--- config.mk ---
export PLATFORM = sky130hd
export DESIGN_NAME = ldio_decoder
export DESIGN_NICKNAME = d
export VERILOG_FILES = /design/src/ldio_pkg.sv /design/src/ldio_window.sv /design/src/ldio_decoder.sv
export SDC_FILE = /design/constraint.sdc
export NUM_CORES = 1
export LEC_CHECK = 0
export BUFFER_PORTS_ARGS = -buffer_cell sky130_fd_sc_hd__buf_2
export CORE_MARGIN = 8
export CORE_UTILIZATION = 35
export DETAILED_ROUTE_END_ITERATION = 7
export SLEW_MARGIN = 20
export SYNTH_ARGS = -nofsm -noshare
export SYNTH_HDL_FRONTEND = slang
export SYNTH_SLANG_ARGS = --single-unit
export TNS_END_PERCENT = 100
--- constraint.sdc ---
create_clock -name clock -period 5.9 [get_ports clock]
set_input_delay 1.18 -clock clock [delete_from_list [all_inputs] [get_ports clock]]
set_output_delay 1.18 -clock clock [all_outputs]
set_load 0.01 [all_outputs]
--- src/ldio_pkg.sv ---
package ldio_pkg;

    // Host address width and the part compared against programmed bases
    localparam int unsigned ADDR_W      = 16;
    localparam int unsigned BASE_W      = 12;

    // Device numbers, alternate numbering
    localparam logic [7:0] ALT_FLOPPY   = 8'h00;
    localparam logic [7:0] ALT_SERIAL2  = 8'h02;
    localparam logic [7:0] ALT_PARALLEL = 8'h03;
    localparam logic [7:0] ALT_SERIAL1  = 8'h04;
    localparam logic [7:0] ALT_KEYBOARD = 8'h07;
    localparam logic [7:0] ALT_RUNTIME  = 8'h0a;

    // Device numbers, default numbering
    localparam logic [7:0] DEF_FLOPPY   = 8'h00;
    localparam logic [7:0] DEF_PARALLEL = 8'h01;
    localparam logic [7:0] DEF_SERIAL2  = 8'h02;
    localparam logic [7:0] DEF_SERIAL1  = 8'h03;
    localparam logic [7:0] DEF_POWER    = 8'h04;
    localparam logic [7:0] DEF_MOUSE    = 8'h05;
    localparam logic [7:0] DEF_KEYBOARD = 8'h06;
    localparam logic [7:0] DEF_GPIO     = 8'h07;
    localparam logic [7:0] NUM_NONE     = 8'hff;

    // Configuration port pair
    localparam logic [7:0]  CFG_IDX_BASE_LO = 8'h26;
    localparam logic [7:0]  CFG_IDX_BASE_HI = 8'h27;
    localparam logic [11:0] CFG_BASE_MIN    = 12'h100;
    localparam logic [11:0] CFG_BASE_MAX    = 12'hffe;
    localparam logic [11:0] CFG_BASE_RST    = 12'h12e; // Inside the relocation range: answers out of reset
    localparam logic [11:0] CFG_DATA_OFS    = 12'h001;

    // Relocatable window limits
    localparam logic [11:0] WIN8_MIN    = 12'h100;
    localparam logic [11:0] WIN8_MAX    = 12'hff8;
    localparam logic [11:0] WIN4_MAX    = 12'hffc;
    localparam logic [11:0] RT_MIN      = 12'h000;
    localparam logic [11:0] RT_MAX      = 12'hfc0;
    localparam logic [11:0] GRP32_MAX   = 12'hfe0;
    localparam logic [11:0] SIZE8_MASK  = 12'hff8;
    localparam logic [11:0] SIZE4_MASK  = 12'hffc;
    localparam logic [11:0] SIZE2_MASK  = 12'hffe;
    localparam logic [11:0] SIZE32_MASK = 12'hfe0;
    localparam logic [11:0] SIZE64_MASK = 12'hfc0;
    localparam logic [11:0] EPP_OFS_MIN = 12'h003;

    // Fixed keyboard ports
    localparam logic [11:0] KBD_DATA_PORT = 12'h060;
    localparam logic [11:0] KBD_CMD_PORT  = 12'h064;

    // Global oscillator configuration: 16-bit qualification bit
    localparam int unsigned OSC_QUAL16_BIT = 6;

    // Claim targets
    typedef enum logic [3:0] {
        LDIO_T_NONE, LDIO_T_CFG_INDEX, LDIO_T_CFG_DATA, LDIO_T_FLOPPY,
        LDIO_T_SERIAL1, LDIO_T_SERIAL2, LDIO_T_PARALLEL, LDIO_T_EPP,
        LDIO_T_KEYBOARD, LDIO_T_RUNTIME, LDIO_T_POWER, LDIO_T_GPIO, LDIO_T_MOUSE
    } ldio_target_e;

    // Programmed bases and enables of the relocatable devices
    typedef struct packed {
        logic [11:0] floppy;
        logic [11:0] serial1;
        logic [11:0] serial2;
        logic [11:0] parallel;
        logic [11:0] runtime;
        logic [11:0] gpio;
        logic [5:0]  enable;   // floppy,ser1,ser2,par,runtime/power,gpio
    } ldio_bases_s;

    // One host I/O cycle
    typedef struct packed {
        logic               valid;
        logic               write;
        logic [ADDR_W-1:0]  addr;
        logic [7:0]         wdata;
    } ldio_req_s;

    // Decode answer
    typedef struct packed {
        logic         claim;
        ldio_target_e target;
        logic [7:0]   dev_num;
        logic [11:0]  offset;
    } ldio_hit_s;

endpackage

--- src/ldio_window.sv ---
`timescale 1ns/1ps
// Match one aligned window of the low address bits
module ldio_window
    import ldio_pkg::*;
#(
    parameter logic [11:0] SIZE_MASK = 12'hff8,
    parameter logic [11:0] MIN_BASE  = 12'h100,
    parameter logic [11:0] MAX_BASE  = 12'hff8
)(
    input  wire logic [11:0] addr,
    input  wire logic [11:0] base,
    input  wire logic        enable,
    output logic             hit,
    output logic [11:0]      offset
);
    logic base_ok;

    // A base off its boundary or outside its range decodes nothing
    assign base_ok = ((base & ~SIZE_MASK) == 12'h000) && (base >= MIN_BASE) && (base <= MAX_BASE);
    assign hit     = enable && base_ok && ((addr & SIZE_MASK) == base);
    assign offset  = addr & ~SIZE_MASK;
endmodule

--- src/ldio_decoder.sv ---
`timescale 1ns/1ps
module ldio_decoder
    import ldio_pkg::*;
(
    input  wire logic        clock,
    input  wire logic        reset_n,
    input  wire ldio_req_s   req,
    input  wire ldio_bases_s bases,
    input  wire logic        device_numbering_select,
    input  wire logic [7:0]  global_oscillator_config,
    output ldio_hit_s        hit,
    output logic [7:0]       cfg_index,
    output logic [11:0]      cfg_base,
    output logic             cfg_write,
    output logic [7:0]       cfg_wdata,
    output logic             wake_event_status_sel
);
    logic [11:0]  a_lo;
    logic         upper_ok;
    logic         h_flp, h_s1, h_s2, h_p8, h_p4, h_rt, h_pw, h_gp, h_cfg;
    logic [11:0]  o_flp, o_s1, o_s2, o_p8, o_p4, o_rt, o_pw, o_gp, o_cfg;
    logic [7:0]   cfg_index_ff;
    logic [11:0]  cfg_base_ff;
    ldio_hit_s    nxt_hit;
    ldio_hit_s    hit_ff;
    logic         cfg_write_ff;
    logic [7:0]   cfg_wdata_ff;

    // Number of a target in the selected numbering scheme
    function automatic logic [7:0] dev_number(input ldio_target_e t, input logic alt);
        logic [7:0] n;
        n = NUM_NONE;
        case (t)
            LDIO_T_FLOPPY:   n = alt ? ALT_FLOPPY   : DEF_FLOPPY;
            LDIO_T_SERIAL1:  n = alt ? ALT_SERIAL1  : DEF_SERIAL1;
            LDIO_T_SERIAL2:  n = alt ? ALT_SERIAL2  : DEF_SERIAL2;
            LDIO_T_PARALLEL: n = alt ? ALT_PARALLEL : DEF_PARALLEL;
            LDIO_T_EPP:      n = alt ? ALT_PARALLEL : DEF_PARALLEL;
            LDIO_T_KEYBOARD: n = alt ? ALT_KEYBOARD : DEF_KEYBOARD;
            LDIO_T_RUNTIME:  n = ALT_RUNTIME;
            LDIO_T_POWER:    n = DEF_POWER;
            LDIO_T_GPIO:     n = DEF_GPIO;
            LDIO_T_MOUSE:    n = DEF_MOUSE;
            default:         n = NUM_NONE;
        endcase
        return n;
    endfunction

    assign a_lo = req.addr[BASE_W-1:0];
    // Upper bits only checked when 16-bit qualification is on
    assign upper_ok = !global_oscillator_config[OSC_QUAL16_BIT]
                      || (req.addr[ADDR_W-1:BASE_W] == 4'h0);

    // Eight-byte windows of floppy and serial ports
    ldio_window #(.SIZE_MASK(SIZE8_MASK), .MIN_BASE(WIN8_MIN), .MAX_BASE(WIN8_MAX)) u_flp (
        .addr(a_lo), .base(bases.floppy), .enable(bases.enable[5]), .hit(h_flp), .offset(o_flp)
    );
    ldio_window #(.SIZE_MASK(SIZE8_MASK), .MIN_BASE(WIN8_MIN), .MAX_BASE(WIN8_MAX)) u_s1 (
        .addr(a_lo), .base(bases.serial1), .enable(bases.enable[4]), .hit(h_s1), .offset(o_s1)
    );
    ldio_window #(.SIZE_MASK(SIZE8_MASK), .MIN_BASE(WIN8_MIN), .MAX_BASE(WIN8_MAX)) u_s2 (
        .addr(a_lo), .base(bases.serial2), .enable(bases.enable[3]), .hit(h_s2), .offset(o_s2)
    );

    // Parallel port: full eight-byte window, or four bytes when 4-aligned only
    ldio_window #(.SIZE_MASK(SIZE8_MASK), .MIN_BASE(WIN8_MIN), .MAX_BASE(WIN8_MAX)) u_p8 (
        .addr(a_lo), .base(bases.parallel), .enable(bases.enable[2]), .hit(h_p8), .offset(o_p8)
    );
    ldio_window #(.SIZE_MASK(SIZE4_MASK), .MIN_BASE(WIN8_MIN), .MAX_BASE(WIN4_MAX)) u_p4 (
        .addr(a_lo), .base(bases.parallel), .enable(bases.enable[2]), .hit(h_p4), .offset(o_p4)
    );

    // Runtime block (alternate) or power block (default) share the base
    ldio_window #(.SIZE_MASK(SIZE64_MASK), .MIN_BASE(RT_MIN), .MAX_BASE(RT_MAX)) u_rt (
        .addr(a_lo), .base(bases.runtime), .enable(bases.enable[1]), .hit(h_rt), .offset(o_rt)
    );
    ldio_window #(.SIZE_MASK(SIZE32_MASK), .MIN_BASE(RT_MIN), .MAX_BASE(GRP32_MAX)) u_pw (
        .addr(a_lo), .base(bases.runtime), .enable(bases.enable[1]), .hit(h_pw), .offset(o_pw)
    );
    ldio_window #(.SIZE_MASK(SIZE32_MASK), .MIN_BASE(RT_MIN), .MAX_BASE(GRP32_MAX)) u_gp (
        .addr(a_lo), .base(bases.gpio), .enable(bases.enable[0]), .hit(h_gp), .offset(o_gp)
    );

    // Configuration pair, always enabled
    ldio_window #(.SIZE_MASK(SIZE2_MASK), .MIN_BASE(CFG_BASE_MIN), .MAX_BASE(CFG_BASE_MAX)) u_cfg (
        .addr(a_lo), .base(cfg_base_ff), .enable(1'b1), .hit(h_cfg), .offset(o_cfg)
    );

    // Priority decode; config pair first, then the fixed keyboard ports
    always_comb
    begin
        nxt_hit        = '0;
        nxt_hit.target = LDIO_T_NONE;
        nxt_hit.dev_num = NUM_NONE;
        if (req.valid && upper_ok)
        begin
            if (h_cfg)
            begin
                nxt_hit.target = (o_cfg == CFG_DATA_OFS) ? LDIO_T_CFG_DATA
                                                         : LDIO_T_CFG_INDEX;
                nxt_hit.offset = o_cfg;
            end
            else if (a_lo == KBD_DATA_PORT || a_lo == KBD_CMD_PORT)
            begin
                nxt_hit.target = LDIO_T_KEYBOARD;
                nxt_hit.offset = a_lo - KBD_DATA_PORT;
            end
            else if (h_flp)
            begin
                nxt_hit.target = LDIO_T_FLOPPY;
                nxt_hit.offset = o_flp;
            end
            else if (h_s1)
            begin
                nxt_hit.target = LDIO_T_SERIAL1;
                nxt_hit.offset = o_s1;
            end
            else if (h_s2)
            begin
                nxt_hit.target = LDIO_T_SERIAL2;
                nxt_hit.offset = o_s2;
            end
            else if (h_p8)
            begin
                // EPP registers only exist on an eight-byte base
                nxt_hit.target = (o_p8 >= EPP_OFS_MIN) ? LDIO_T_EPP : LDIO_T_PARALLEL;
                nxt_hit.offset = o_p8;
            end
            else if (h_p4)
            begin
                nxt_hit.target = LDIO_T_PARALLEL;
                nxt_hit.offset = o_p4;
            end
            else if (device_numbering_select && h_rt)
            begin
                nxt_hit.target = LDIO_T_RUNTIME;
                nxt_hit.offset = o_rt;
            end
            else if (!device_numbering_select && h_pw)
            begin
                nxt_hit.target = LDIO_T_POWER;
                nxt_hit.offset = o_pw;
            end
            else if (!device_numbering_select && h_gp)
            begin
                nxt_hit.target = LDIO_T_GPIO;
                nxt_hit.offset = o_gp;
            end
            // Anything else stays unclaimed
            nxt_hit.claim   = (nxt_hit.target != LDIO_T_NONE);
            if (nxt_hit.claim)
                nxt_hit.dev_num = dev_number(nxt_hit.target, device_numbering_select);
        end
    end

    // Registered answer, one cycle after the request
    always_ff @(posedge clock or negedge reset_n)
    begin
        if (!reset_n)
            hit_ff <= '0;
        else
            hit_ff <= nxt_hit;
    end

    // Index written only through a claimed index-port write
    always_ff @(posedge clock or negedge reset_n)
    begin
        if (!reset_n)
            cfg_index_ff <= 8'h00;
        else if (req.write && nxt_hit.target == LDIO_T_CFG_INDEX)
            cfg_index_ff <= req.wdata;
    end

    // Relocation of the pair; takes effect on the next cycle
    always_ff @(posedge clock or negedge reset_n)
    begin
        if (!reset_n)
            cfg_base_ff <= CFG_BASE_RST;
        else if (req.write && nxt_hit.target == LDIO_T_CFG_DATA)
        begin
            if (cfg_index_ff == CFG_IDX_BASE_LO)
                cfg_base_ff[7:0] <= req.wdata;
            else if (cfg_index_ff == CFG_IDX_BASE_HI)
                cfg_base_ff[11:8] <= req.wdata[3:0];
        end
    end

    // Data port write strobe toward the configuration registers
    always_ff @(posedge clock or negedge reset_n)
    begin
        if (!reset_n)
        begin
            cfg_write_ff <= 1'b0;
            cfg_wdata_ff <= 8'h00;
        end
        else
        begin
            cfg_write_ff <= req.write && nxt_hit.target == LDIO_T_CFG_DATA;
            cfg_wdata_ff <= req.wdata;
        end
    end

    assign hit        = hit_ff;
    assign cfg_index  = cfg_index_ff;
    assign cfg_base   = cfg_base_ff;
    assign cfg_write  = cfg_write_ff;
    assign cfg_wdata  = cfg_wdata_ff;
    // Wake status is offset zero of the runtime block
    assign wake_event_status_sel = hit_ff.claim && hit_ff.target == LDIO_T_RUNTIME
                                   && hit_ff.offset == 12'h000;
endmodule

# After elaboration in Yosys (flattened, before gate mapping)
# Cells that the tools add are included.
# classes
mul	0
n_reduce_logical	62
n_bitwise	1
add_sub_neg	1
n_shift	0
mux	29
n_eq_ne	26
div	0
magnitude_cmp	17
# op_table
op	n
12-bit zero test	10
12-bit equality test	9
12-bit less-or-equal comparator (second input constant)	9
8-bit one-hot mux with 9 select lines	1
12-bit by 9-bit greater-or-equal comparator with 1-bit output (second input constant)	5
4-bit 2-to-1 mux	11
1-bit logical AND	43
6-bit 2-to-1 mux	6
25-bit 2-to-1 mux	1
12-bit by 7-bit equality test with 1-bit output (second input constant)	2
4-bit equality test (second input constant)	6
12-bit by 1-bit greater-or-equal comparator with 1-bit output (second input constant)	2
12-bit 2-to-1 mux	2
4-bit by 3-bit equality test with 1-bit output (second input constant)	4
8-bit by 6-bit equality test with 1-bit output (second input constant)	2
12-bit by 7-bit subtractor with 12-bit output (second input constant)	1
5-bit 2-to-1 mux	2
4-bit by 2-bit equality test with 1-bit output (second input constant)	2
8-bit 2-to-1 mux	1
4-bit by 1-bit equality test with 1-bit output (second input constant)	1
4-bit zero test	1
2-bit 2-to-1 mux	2
4-bit nonzero test	1
3-bit by 2-bit greater-or-equal comparator with 1-bit output (second input constant)	1
8 further kinds	11
# totals
output_inout_bits	55
register_bits	54
romBits	0
input_bits	115
latch_bits	0
memories	0
ramBits	0

# Depth between registers and ports, before layout
# Gate-level depths: netlist of run 1.
# logic_depth
ltp_word	25
ltp_mapped	10
ltp_nobuf	8

# By module
# From an unflattened synthesis of run 1, not the netlist that was laid out.
# unflattened
cells_unflattened	565
hier_area_um2	4913.5
# by_module_without_submodules
module	instances	area_per_inst_um2	cells_per_inst	seq_area_each_um2
ldio_decoder	1	2995.4	312	1282.5
ldio_window at u_flp ...	4	217.7	29	0.0
ldio_window at u_gp ...	2	198.9	26	0.0
ldio_window at u_cfg	1	235.2	31	0.0
ldio_window at u_p4	1	231.5	30	0.0
ldio_window at u_rt	1	182.7	24	0.0

# Worst setup path before layout of run 1
# Ideal clock, no wire load.
# synth_path
kind	input-to-reg
startpoint	input port req[16] in the netlist's numbering
endpoint	register cfg_base_ff[4], in the netlist cfg_base[4]
cell_stages	9
setup_time_ns	0.125
slack_ns	2.239
path_buffers	1
arrival_ns	3.536
cell_sequence	buf_2 -> xnor2_1 -> nand4_1 -> or4_4 -> and2_1 -> a221oi_2 -> o221ai_2 -> nor3b_4 -> mux2_4
# synth_via
elab_chain_len	18
# synth_rtl
item	line_no	source
start, declared	ldio_decoder.sv:7	input wire ldio_req_s req,
12-bit equality test	ldio_window.sv:20	assign hit = enable && base_ok && ((addr & SIZE_MASK) == base);
1-bit logical AND	ldio_window.sv:20	
1-bit logical AND	ldio_decoder.sv:144	else if (!device_numbering_select && h_gp)
4-bit 2-to-1 mux	ldio_decoder.sv:144	
4-bit 2-to-1 mux	ldio_decoder.sv:139	else if (!device_numbering_select && h_pw)
4-bit 2-to-1 mux	ldio_decoder.sv:134	else if (device_numbering_select && h_rt)
4-bit 2-to-1 mux	ldio_decoder.sv:129	else if (h_p4)
4-bit 2-to-1 mux	ldio_decoder.sv:123	else if (h_p8)
(+2 left out)	-	
4-bit 2-to-1 mux	ldio_decoder.sv:108	else if (h_flp)
4-bit 2-to-1 mux	ldio_decoder.sv:103	else if (a_lo == KBD_DATA_PORT || a_lo == KBD_CMD_PORT)
4-bit 2-to-1 mux (*)	ldio_decoder.sv:97	if (h_cfg)
4-bit 2-to-1 mux (*)	ldio_decoder.sv:95	if (req.valid && upper_ok)
25-bit 2-to-1 mux (*)	ldio_decoder.sv:95	
4-bit by 2-bit equality test with 1-bit output (*)	ldio_decoder.sv:179	else if (req.write && nxt_hit.target == LDIO_T_CFG_DATA)
1-bit logical AND (*)	ldio_decoder.sv:179	
2-bit AND reduction (no line) (*)	-	
end signal, assigned	ldio_decoder.sv:182	cfg_base_ff[7:0] <= req.wdata;
end, declared	ldio_decoder.sv:23	logic [11:0] cfg_base_ff;
# Every way passes the cells marked *; elsewhere a longest branch is shown, timed or not. The select of a mux whose other input is x is not followed.
# A chain may end at the register's enable or synchronous reset.

# Worst setup path after layout of run 1
# layout_path
startpoint	input port device_numbering_select
endpoint	register cfg_base_ff[4], in the netlist cfg_base[4]
# layout_via
elab_chain_len	17
# layout_rtl
item	line_no	source
start, declared	ldio_decoder.sv:9	input wire logic device_numbering_select,
1-bit zero test	ldio_decoder.sv:139, ldio_decoder.sv:144	
1-bit logical AND	ldio_decoder.sv:144	
4-bit 2-to-1 mux	ldio_decoder.sv:144	
4-bit 2-to-1 mux	ldio_decoder.sv:139	
4-bit 2-to-1 mux (*)	ldio_decoder.sv:134	
4-bit 2-to-1 mux (*)	ldio_decoder.sv:129	
4-bit 2-to-1 mux (*)	ldio_decoder.sv:123	
4-bit 2-to-1 mux (*)	ldio_decoder.sv:118	else if (h_s2)
4-bit 2-to-1 mux (*)	ldio_decoder.sv:113	else if (h_s1)
4-bit 2-to-1 mux (*)	ldio_decoder.sv:108	
4-bit 2-to-1 mux (*)	ldio_decoder.sv:103	
4-bit 2-to-1 mux (*)	ldio_decoder.sv:97	
4-bit 2-to-1 mux (*)	ldio_decoder.sv:95	
25-bit 2-to-1 mux (*)	ldio_decoder.sv:95	
4-bit by 2-bit equality test with 1-bit output (*)	ldio_decoder.sv:179	
1-bit logical AND (*)	ldio_decoder.sv:179	
2-bit AND reduction (no line) (*)	-	
# Marked as above.

==> reports/qor.yml, run 1 <==
outcome: "completed"
synthesis.area_sq_mm: 0.00352
die_area_sq_mm: 0.0135
drive_above_1_share: 0.378
cp_slowest_cell: "or4b_1"
reg2reg_slack_ns: 3.07
rr_endpoint: "cfg_index[2]$_DFFE_PN0P_"
async_flop_share: 1.00
detail-route-antenna-nets: 0
powerDensity_mw_per_mm2: 164
grtUsageTotal: 0.171
criticalPathCategory: "input port to flop"
vias: 3368
cts.clk_slew.worst_paths_ns: 0.09
post-dp-hpwl_mm: 9.40
startpoint: "device_numbering_select"
layout_setup_ws_ns: 2.02
final_area_sq_mm: 0.00453
cts_tree: "built"
grt_pass1_vias: 3693
r2r_cells: 8
hold_depth: 1
ys_ff_latch: 51
fin_crit_sh: 0.658
max_cap_viol_count: 0
cts-root-buf: "clkbuf_8"
clock_sinks: 51
min_path_type: "flop to flop"
ios: 170
hold_path_end: "cfg_base[0]$_DFFE_PN0P_"
numCtsBuffers: 5
routed_wl_mm: 11.5
antenna_found_initial: 0
yosysUniqueCellTypes: 68
cts_max_path_buffers: 2
end_kind: "flop"
timing.fmax_mhz: 258
crit_arrival_ns: 4.09
yosys.area.top_type: "dfrtp_1"
post_cts_resize_count: 0
dieHeight_microns: 116
holdWs_ns: 0.518
worstMarginPinSlew_ns: 0.932
synth-edff-count: 0
drc: 0
syn_to_final_growth_pct: 28.4
postCtsHoldBufs: 0
syn_avg_cell_area_sq_um: 9.74
drt-initial-drc-count: 94
clock_skew_ns: 0.0168
postSynthCellCount: 362
grt_pass1_wl_mm: 18.0
max-slew-margin-rel: 0.374
port_buffers: 162
hp-start: "cfg_base[0]$_DFFE_PN0P_"
total_power_mw: 0.741
synth_ff_type: "dfrtp_1"
wire_per_inst_microns: 17.7
yosysTopAreaCellShare: 0.327
yosysWarnings: 0
cp_top_family: "simple AND/OR/NAND/NOR gates"
drv_slew: 0
synth_top_cells_by_area: "dfrtp_1, xnor2_1, xor2_1"
die_width_microns: 116
p_leak_nw: 2.17
crit_buf_inv: 1
dr.pass1.iters: 4
ctsHtreeMaxLevel: 2
fin_setup_tns_ns: 0
r2r_start: "cfg_base[9]$_DFFE_PN0P_"
start_util: 0.361
postPlaceCellArea_sq_mm: 0.00441
finalCriticalPeriod_ns: 3.88
final_hold_viol_count: 0
startpoint_type: "input port"
cp.required_ns: 6.10
pre_cts_ws_ns: 1.72
grt_start_max_net_pins: 52
clock_latency_ns: 0.32
vdd_ir_drop_max_mv: 0.123
yosysSeqAreaShare: 0.364
gp_congestion: 0.888
rsz0062_at_grt: "false"
setup_violations: 0
critical-path-max-stage-delay_ns: 0.55
finalNonFillerCells: 651
rows: 36
worstPathMaxFanout: 11
fin_util: 0.463
final_nets: 633
grt-ovfl-total: 0
n_antenna_cell: 0
dpl.cell_count: 643
vias_per_cell: 5.17
critical_path.cell_chain: "buf_2 -> or4b_1 -> nor4_2 -> nand3_1 -> o311a_1 -> nor4b_2 -> o221ai_2 -> nor3b_4 -> mux2_4"
cts_setup_buffers: 0
core_area_sq_mm: 0.00977
## cells in the mapped netlist, drive strengths merged (4+ instances only)
master  count
inv         9
and3       11
xnor2      38
o21ai       5
and2       10
clkbuf      4
or4         6
nand4      13
nor4b       4
mux2       20
nand3      14
dfrtp      46
xor2       23
nand2      24
nor4       13
nor3       13
nor2       20
buf        12
dfstp       5
or3         5
a21oi       8
nor2b       4
## cell usage in the layout (no fill, tap or decap), types with 11 or more instances in the layout
| cell type | instances |
|---|---|
| xnor2_1 | 37 |
| mux2_1 | 12 |
| nor3_1 | 13 |
| nand2_1 | 24 |
| and3_1 | 11 |
| xor2_1 | 23 |
| buf_2 | 162 |
| dfrtp_1 | 46 |
| nand4_1 | 13 |
| nand3_1 | 14 |
| nor4_1 | 12 |
| nor2_1 | 20 |
## state kept, by name, indices dropped and copies added (netlist names)
register   flops
cfg_base      12
cfg_wdata      8
cfg_index      8
hit           22
cfg_write      1
## per-layer routing
metal / vias to the layer above / GRT usage / share of wire
li1: 1644 / - / -
met1: 1576 / 0.197 / 0.41
met2: 136 / 0.297 / 0.48
met3: 12 / 0.0548 / 0.10
met4: 0 / 0.0475 / 0.011
met5: - / 0 / 0
## cells by family after synthesis
| group | after synthesis | share of synthesized area |
|---|---|---|
| and+or+nand+nor | 156 | 0.262 |
| xor gates and xnor gates | 61 | 0.154 |
| DFF | 51 | 0.364 |
| AOI/OAI and AO/OA | 45 | 0.100 |
| buffers and inverters | 25 | 0.0383 |
| muxes | 22 | 0.0770 |
| adders and majority gates | 1 | 0.00355 |
| other | 1 | 0.00106 |
## worst max-delay path by stage
| stage | slack, ns | endpoint | depth (start not counted) |
|---|---|---|---|
| after CTS | 2.06 | cfg_index[1]$_DFFE_PN0P_ | 9 |
| after global placement | 1.80 | cfg_index[7]$_DFFE_PN0P_ | 9 |
| after global routing | 1.79 | cfg_base[4]$_DFFE_PN0P_ | 9 |
| after detailed placement | 1.72 | cfg_base[4]$_DFFE_PN0P_ | 9 |
| final | 2.02 | cfg_base[4]$_DFFE_PN0P_ | 9 |
| after floorplan | 2.24 | cfg_base[4]$_DFFE_PN0P_ | 9 |
## worst register-to-register path, stage by stage (launching register included)
cell     delay [ns]
dfrtp_1        0.43
xor2_1         0.16
a211o_1        0.26
nor3_1         0.38
nand2_1        0.26
and3_1         0.23
and4_1         0.23
o21ai_2        0.41
mux2_1         0.38
## layout make-up
class | count | area (sq um)
fill | 967 | 5250
tap | 133 | 166
clock inverter | 3 | 46.3
sequential | 51 | 1280
timing repair buffer | 163 | 818
inverter | 9 | 33.8
multi-input combinational | 287 | 2110
clock buffer | 5 | 68.8
## power by group
part | total (mW) | leakage [nW] | switching, mW | internal (mW)
clock network | 0.246 | 0.0548 | 0.118 | 0.128
logic | 0.141 | 1.47 | 0.0795 | 0.0616
registers | 0.354 | 0.645 | 0.00108 | 0.353
total | 0.741 | 2.17 | 0.199 | 0.542
(Power assumes the default switching activity.)
==> inputs of run 2 (changes only) <==
--- a/config.mk
+++ b/config.mk
@@ -5,6 +5,7 @@
 export SDC_FILE = /design/constraint.sdc
 export NUM_CORES = 1
 export LEC_CHECK = 0
+export ABC_AREA = 1
 export BUFFER_PORTS_ARGS = -buffer_cell sky130_fd_sc_hd__buf_2
 export CORE_MARGIN = 8
 export CORE_UTILIZATION = 35
==> constraint.sdc (replaced) <==
create_clock -name clock -period 3.9 [get_ports clock]
set_input_delay 0.78 -clock clock [delete_from_list [all_inputs] [get_ports clock]]
set_output_delay 0.78 -clock clock [all_outputs]
set_load 0.01 [all_outputs]
==> run 2 against run 1 <==
Compared with the run above:
- sequential share of layout area hardly changed
- final cell count is 22% higher
- clock power increased by 22%
- largest cell class unchanged
- worst setup slack lost 0.68 ns
- critical endpoint is now cfg_base[7]$_DFFE_PN0P_
==> reports/qor.yml, run 2 <==
outcome: "completed"
syn_avg_cell_area_sq_um: 7.12
n_antenna_cell: 0
grt-ovfl-total: 0
power_frac_clock: 0.287
vias: 3699
antenna_found_initial: 0
final_hold_viol_count: 0
cts_tree: "built"
worstMarginPinSlew_ns: 0.905
numCtsBuffers: 5
crit_arrival_ns: 2.76
yosys.area.top_type: "dfrtp_1"
end_kind: "flop"
yosysWarnings: 0
total_power_mw: 1.05
final_common_cell: "buf_2"
cts_setup_buffers: 0
startpoint_type: "input port"
p_comb_frac: 0.201
post_cts_resize_count: 0
cts.clk_slew.worst_paths_ns: 0.09
cp_slowest_cell: "buf_2"
yosysUniqueCellTypes: 43
rsz0062_at_grt: "false"
drive_above_1_share: 0.337
drv_slew: 0
die_width_microns: 117
synth_ff_type: "dfrtp_1"
postSynthCellCount: 503
port_buffers: 162
criticalPathCategory: "input port to flop"
ios: 170
synth_common_cells: "nand2_1, nor2_1, inv_1, dfrtp_1, nand3_1"
vdd_ir_drop_max_mv: 0.150
dr.pass1.iters: 4
core_area_sq_mm: 0.0101
grtUsageTotal: 0.166
yosysSeqAreaShare: 0.358
final_cell_mix: "buf_2, nand2_1, nor2_1"
timing.fmax_mhz: 391
clock_sinks: 51
critical_path.cell_chain: "buf_2 -> inv_2 -> nand2_1 -> nand2_1 -> nor2_1 -> nand2_1 -> nor2_1 -> nand2_1 -> nand2_2 -> nor2_4 -> nand3_2 -> nand2_1 -> nand2_2 -> nand3_4 -> nor2_8 -> nand2_2 -> nand2_1 -> nand2_1"
final_nets: 776
p_seq_frac: 0.511
clock_latency_ns: 0.30
finalNonFillerCells: 797
largest_reg_flops: 22
worstPathMaxFanout: 15
rows: 37
holdWs_ns: 0.493
grt_pass1_wl_mm: 18.0
die_area_sq_mm: 0.0137
critical-path-max-stage-delay_ns: 0.25
gp_congestion: 0.844
setup_violations: 0
p_int_mw: 0.749
fin_setup_tns_ns: 0
yosysTopAreaCellShare: 0.321
vias_per_cell: 4.64
switching_share: 0.285
fin_crit_sh: 0.656
syn_to_final_growth_pct: 26.2
dieHeight_microns: 117
post-dp-hpwl_mm: 9.44
clock_skew_ns: 0.00877
synth-edff-count: 0
p_leak_nw: 2.55
powerDensity_mw_per_mm2: 232
synth_top_cells_by_area: "dfrtp_1, nand2_1, nor2_1"
switchingPower_mw: 0.299
dpl.cell_count: 789
detail-route-antenna-nets: 0
cpMostUsedCell: "nand2_1"
ctsHtreeMaxLevel: 2
postCtsHoldBufs: 0
async_flop_share: 1.00
max_cap_viol_count: 0
synth_most_common_cell: "nand2_1"
reg2reg_slack_ns: 1.68
cts_max_path_buffers: 2
wire_per_inst_microns: 14.2
start_util: 0.353
drt-initial-drc-count: 154
grt_pass1_vias: 3781
cts-root-buf: "clkbuf_8"
drc: 0
min_path_type: "input port to asynchronous set/reset pin"
routed_wl_mm: 11.4
synthesis.area_sq_mm: 0.00358
cp.required_ns: 4.10
max-slew-margin-rel: 0.395
finalCriticalPeriod_ns: 2.56
grt_start_max_net_pins: 52
ys_ff_latch: 51
[run 2: changes by cell type after synthesis, moves of 9 or more]
cell     previous run  this run
and3_1             11         0
nand2_2             0        12
xor2_1             23        10
nand2_1            24       156
xnor2_1            37        16
nor3_1             13         4
nand3_1            14        38
nor2_1             20        63
mux2_1             12         0
and2_1             10         0
inv_1               9        51
[run 2: per-stage QoR]
step	utilization	worst slack, ns	cell area, sq um
after CTS	0.446	1.31	4520
final	0.446	1.34	4520
after floorplan	-	1.58	3590
after detailed placement	0.437	0.985	4430
after global placement	0.437	1.04	4430
after global routing	0.446	1.14	4520
[run 2: cell families (layout without fill, tap and decap cells)]
kind of cell	Yosys count	in the layout	share of synthesized area
other	1	2	0.00105
XOR/XNOR	29	29	0.0772
buffers and inverters	78	235	0.109
AO/OA/AOI/OAI	35	35	0.0545
adder cells (fa/ha/maj)	1	1	0.00349
AND/OR/NAND/NOR	308	308	0.396
flip-flops	51	51	0.358
[run 2: power groups by stage]
stage,clock (mW),combinational (mW),sequential [mW]
global placement,0,0.207,0.546
global route,0.334,0.237,0.537
CTS,0.314,0.213,0.536
finish,0.301,0.211,0.536
floorplan,0,0.112,0.550
detailed placement,0,0.212,0.546
[run 2: final cells by class]
class	instances	area, sq um
Fill cell	1057	5620
Multi-Input combinational cell	375	1910
Tap cell	136	170
Sequential cell	51	1280
Timing Repair Buffer	162	813
Inverter	65	256
Clock inverter	3	18.8
Clock buffer	5	68.8
[run 2: path summary, 6_finish.rpt]
kind                                             to  cells past startpoint                     from
hold / removal                    hit[10]$_DFF_PN0_                      1                  reset_n
setup / recovery            cfg_base[7]$_DFFE_PN0P_                     18                  req[16]
hold reg to reg             cfg_base[3]$_DFFE_PN1P_                      2  cfg_base[3]$_DFFE_PN1P_
max in group asynchronous   cfg_base[7]$_DFFE_PN0P_                      1                  reset_n
setup reg to reg           cfg_index[0]$_DFFE_PN0P_                     16  cfg_base[8]$_DFFE_PN1P_
min in group clock          cfg_base[3]$_DFFE_PN1P_                      2  cfg_base[3]$_DFFE_PN1P_
[run 2: per-layer routing]
layer / global-route usage / wire length [microns]
met5: 0 / 0
met4: 0.0392 / 167
met3: 0.0416 / 837
met2: 0.291 / 5630
met1: 0.200 / 4710
[run 2: worst max-delay path, delay by kind of cell]
family | cells | cell delay (ns)
buffers and inverters | 2 | 0.36
and+or+nand+nor | 16 | 1.59
==> inputs of run 3 (changes only) <==
--- a/config.mk
+++ b/config.mk
@@ -10,6 +10,7 @@
 export CORE_MARGIN = 8
 export CORE_UTILIZATION = 35
 export DETAILED_ROUTE_END_ITERATION = 7
+export PLACE_DENSITY = 0.66
 export SLEW_MARGIN = 20
 export SYNTH_ARGS = -nofsm -noshare
 export SYNTH_HDL_FRONTEND = slang
==> constraint.sdc (replaced) <==
create_clock -name clock -period 2.3 [get_ports clock]
set_input_delay 0.46 -clock clock [delete_from_list [all_inputs] [get_ports clock]]
set_output_delay 0.46 -clock clock [all_outputs]
set_load 0.01 [all_outputs]
==> run 3 against run 2 <==
Compared with the run above:
- critical path depth down 2
- register-to-register slack worse by 1.5 ns
- clock power is 69% higher
- clock skew increased by 0.0025 ns
- hold slack got worse by 0.30 ns
- die area stayed put
- combinational power up 87%
- final cell count rose by 5.8%
- sequential cell count unchanged
- sequential power grew 70%
- design area grew 9.6%
- core utilization is 4.3 points higher
- largest power group unchanged
==> reports/qor.yml, run 3 (synthesis results as in run 2) <==
clock_skew_ns: 0.0112
syn_to_final_growth_pct: 38.4
fin_crit_sh: 0.928
final_nets: 822
total_power_mw: 1.81
outcome: "completed"
fin_setup_tns_ns: 0
setup_violations: 0
rsz0062_at_grt: "true"
antenna_found_initial: 0
cp.required_ns: 2.55
cts.clk_slew.worst_paths_ns: 0.10
wire_per_inst_microns: 14.0
post-dp-hpwl_mm: 9.79
dpl.cell_count: 832
r2r_start: "cfg_base[8]$_DFFE_PN1P_"
largest_reg_flops: 22
vias: 3851
r2r_cells: 15
fin_util: 0.489
start_util: 0.353
vdd_ir_drop_max_mv: 0.249
detail-route-antenna-nets: 0
reg2reg_slack_ns: 0.21
p_leak_nw: 2.82
startpoint_type: "input port"
die_area_sq_mm: 0.0137
n_fill_cell: 1038
grt_pass1_vias: 4044
min_path_type: "input port to asynchronous set/reset pin"
drive_above_1_share: 0.386
timing.fmax_mhz: 469
numCtsBuffers: 5
die_width_microns: 117
topRoutingLayerUsed: "met4"
end_kind: "flop"
grt-ovfl-total: 0
drv_slew: 0
worstMarginPinSlew_ns: 0.752
core_area_sq_mm: 0.0101
final_hold_viol_count: 0
startpoint: "req[13]"
worstPathMaxFanout: 7
finalNonFillerCells: 843
cts_tree: "built"
regArea_sq_mm: 0.00128
grt_start_max_net_pins: 32
final_cell_mix: "nand2_1, buf_2, nor2_1"
multi_input_area_sq_mm: 0.00195
postCtsHoldBufs: 0
ctsHtreeMaxLevel: 2
pre_cts_ws_ns: -0.190
layout_setup_ws_ns: 0.167
postPlaceCellArea_sq_mm: 0.00477
cts-root-buf: "clkbuf_8"
rows: 37
drc: 0
drt-initial-drc-count: 166
grtUsageTotal: 0.170
powerDensity_mw_per_mm2: 365
vias_per_cell: 4.57
gp_congestion: 0.843
wl_met3_microns: 796
dr.pass1.iters: 5
grt_pass1_wl_mm: 18.5
met2_length_mm: 6.01
rr_endpoint: "cfg_base[8]$_DFFE_PN1P_"
finalCriticalPeriod_ns: 2.13
dieHeight_microns: 117
ios: 170
max_cap_viol_count: 0
n_antenna_cell: 0
criticalPathCategory: "input port to flop"
clock_sinks: 51
clock_latency_ns: 0.30
max-slew-margin-rel: 0.495
holdWs_ns: 0.195
routed_wl_mm: 11.8
cts_max_path_buffers: 2
crit_arrival_ns: 2.38
wl_met1_mm: 4.81
port_buffers: 162
final_area_sq_mm: 0.00496
## run 3: changes by cell type in the layout (fill, tap and decap cells not counted), moves of 2 or more
cell | previous run | this run
buf_12 | 0 | 2
buf_2 | 161 | 154
buf_4 | 1 | 43
buf_6 | 0 | 4
clkbuf_4 | 0 | 4
inv_2 | 8 | 6
inv_4 | 5 | 7
nand2_1 | 156 | 154
nand2_4 | 1 | 3
## run 3: worst max-delay path, stage by stage
cell and delay, ns:
buf_12 0.12, buf_12 0.12, xor2_1 0.15, nor2_1 0.12
nand2_1 0.09, nor3_2 0.20, nand2_2 0.16, nand2_1 0.10
inv_1 0.04, nand2_2 0.08, buf_6 0.11, nand3_4 0.12
nor2_8 0.21, buf_6 0.13, nand3_1 0.07, nand2_1 0.10
## run 3: layer usage
metal | up-vias | GRT usage
met5 | - | 0
met2 | 102 | 0.315
met4 | 0 | 0.0316
met1 | 1754 | 0.196
met3 | 18 | 0.0405
li1 | 1977 | -
## run 3: area by class of cell
cell class	instances	share of cell area
multi-input combinational	376	0.393
inverter	65	0.0528
clock inverter	3	0.00379
sequential	51	0.259
clock buffer	5	0.0139
timing repair buffer	207	0.244
tap	136	0.0343
## run 3: repair_timing
item,4_1_cts,5_1_grt
buffers inserted,0,2
gates resized for setup,0,28
setup endpoints to repair,0,22
## run 3: worst max-delay path by stage
stage | endpoint | slack [ns]
detailed placement | cfg_base[11]$_DFFE_PN0P_ | -0.19
global route | cfg_base[8]$_DFFE_PN1P_ | -0.0003
CTS | cfg_base[11]$_DFFE_PN0P_ | 0.13
floorplan | cfg_base[4]$_DFFE_PN0P_ | 0.30
global placement | cfg_index[0]$_DFFE_PN0P_ | -0.12
finish | cfg_base[8]$_DFFE_PN1P_ | 0.17
## run 3: report_power, final
part	internal [mW]	switching, mW
Combinational	0.178	0.216
Sequential	0.906	0.00304
Clock	0.215	0.293
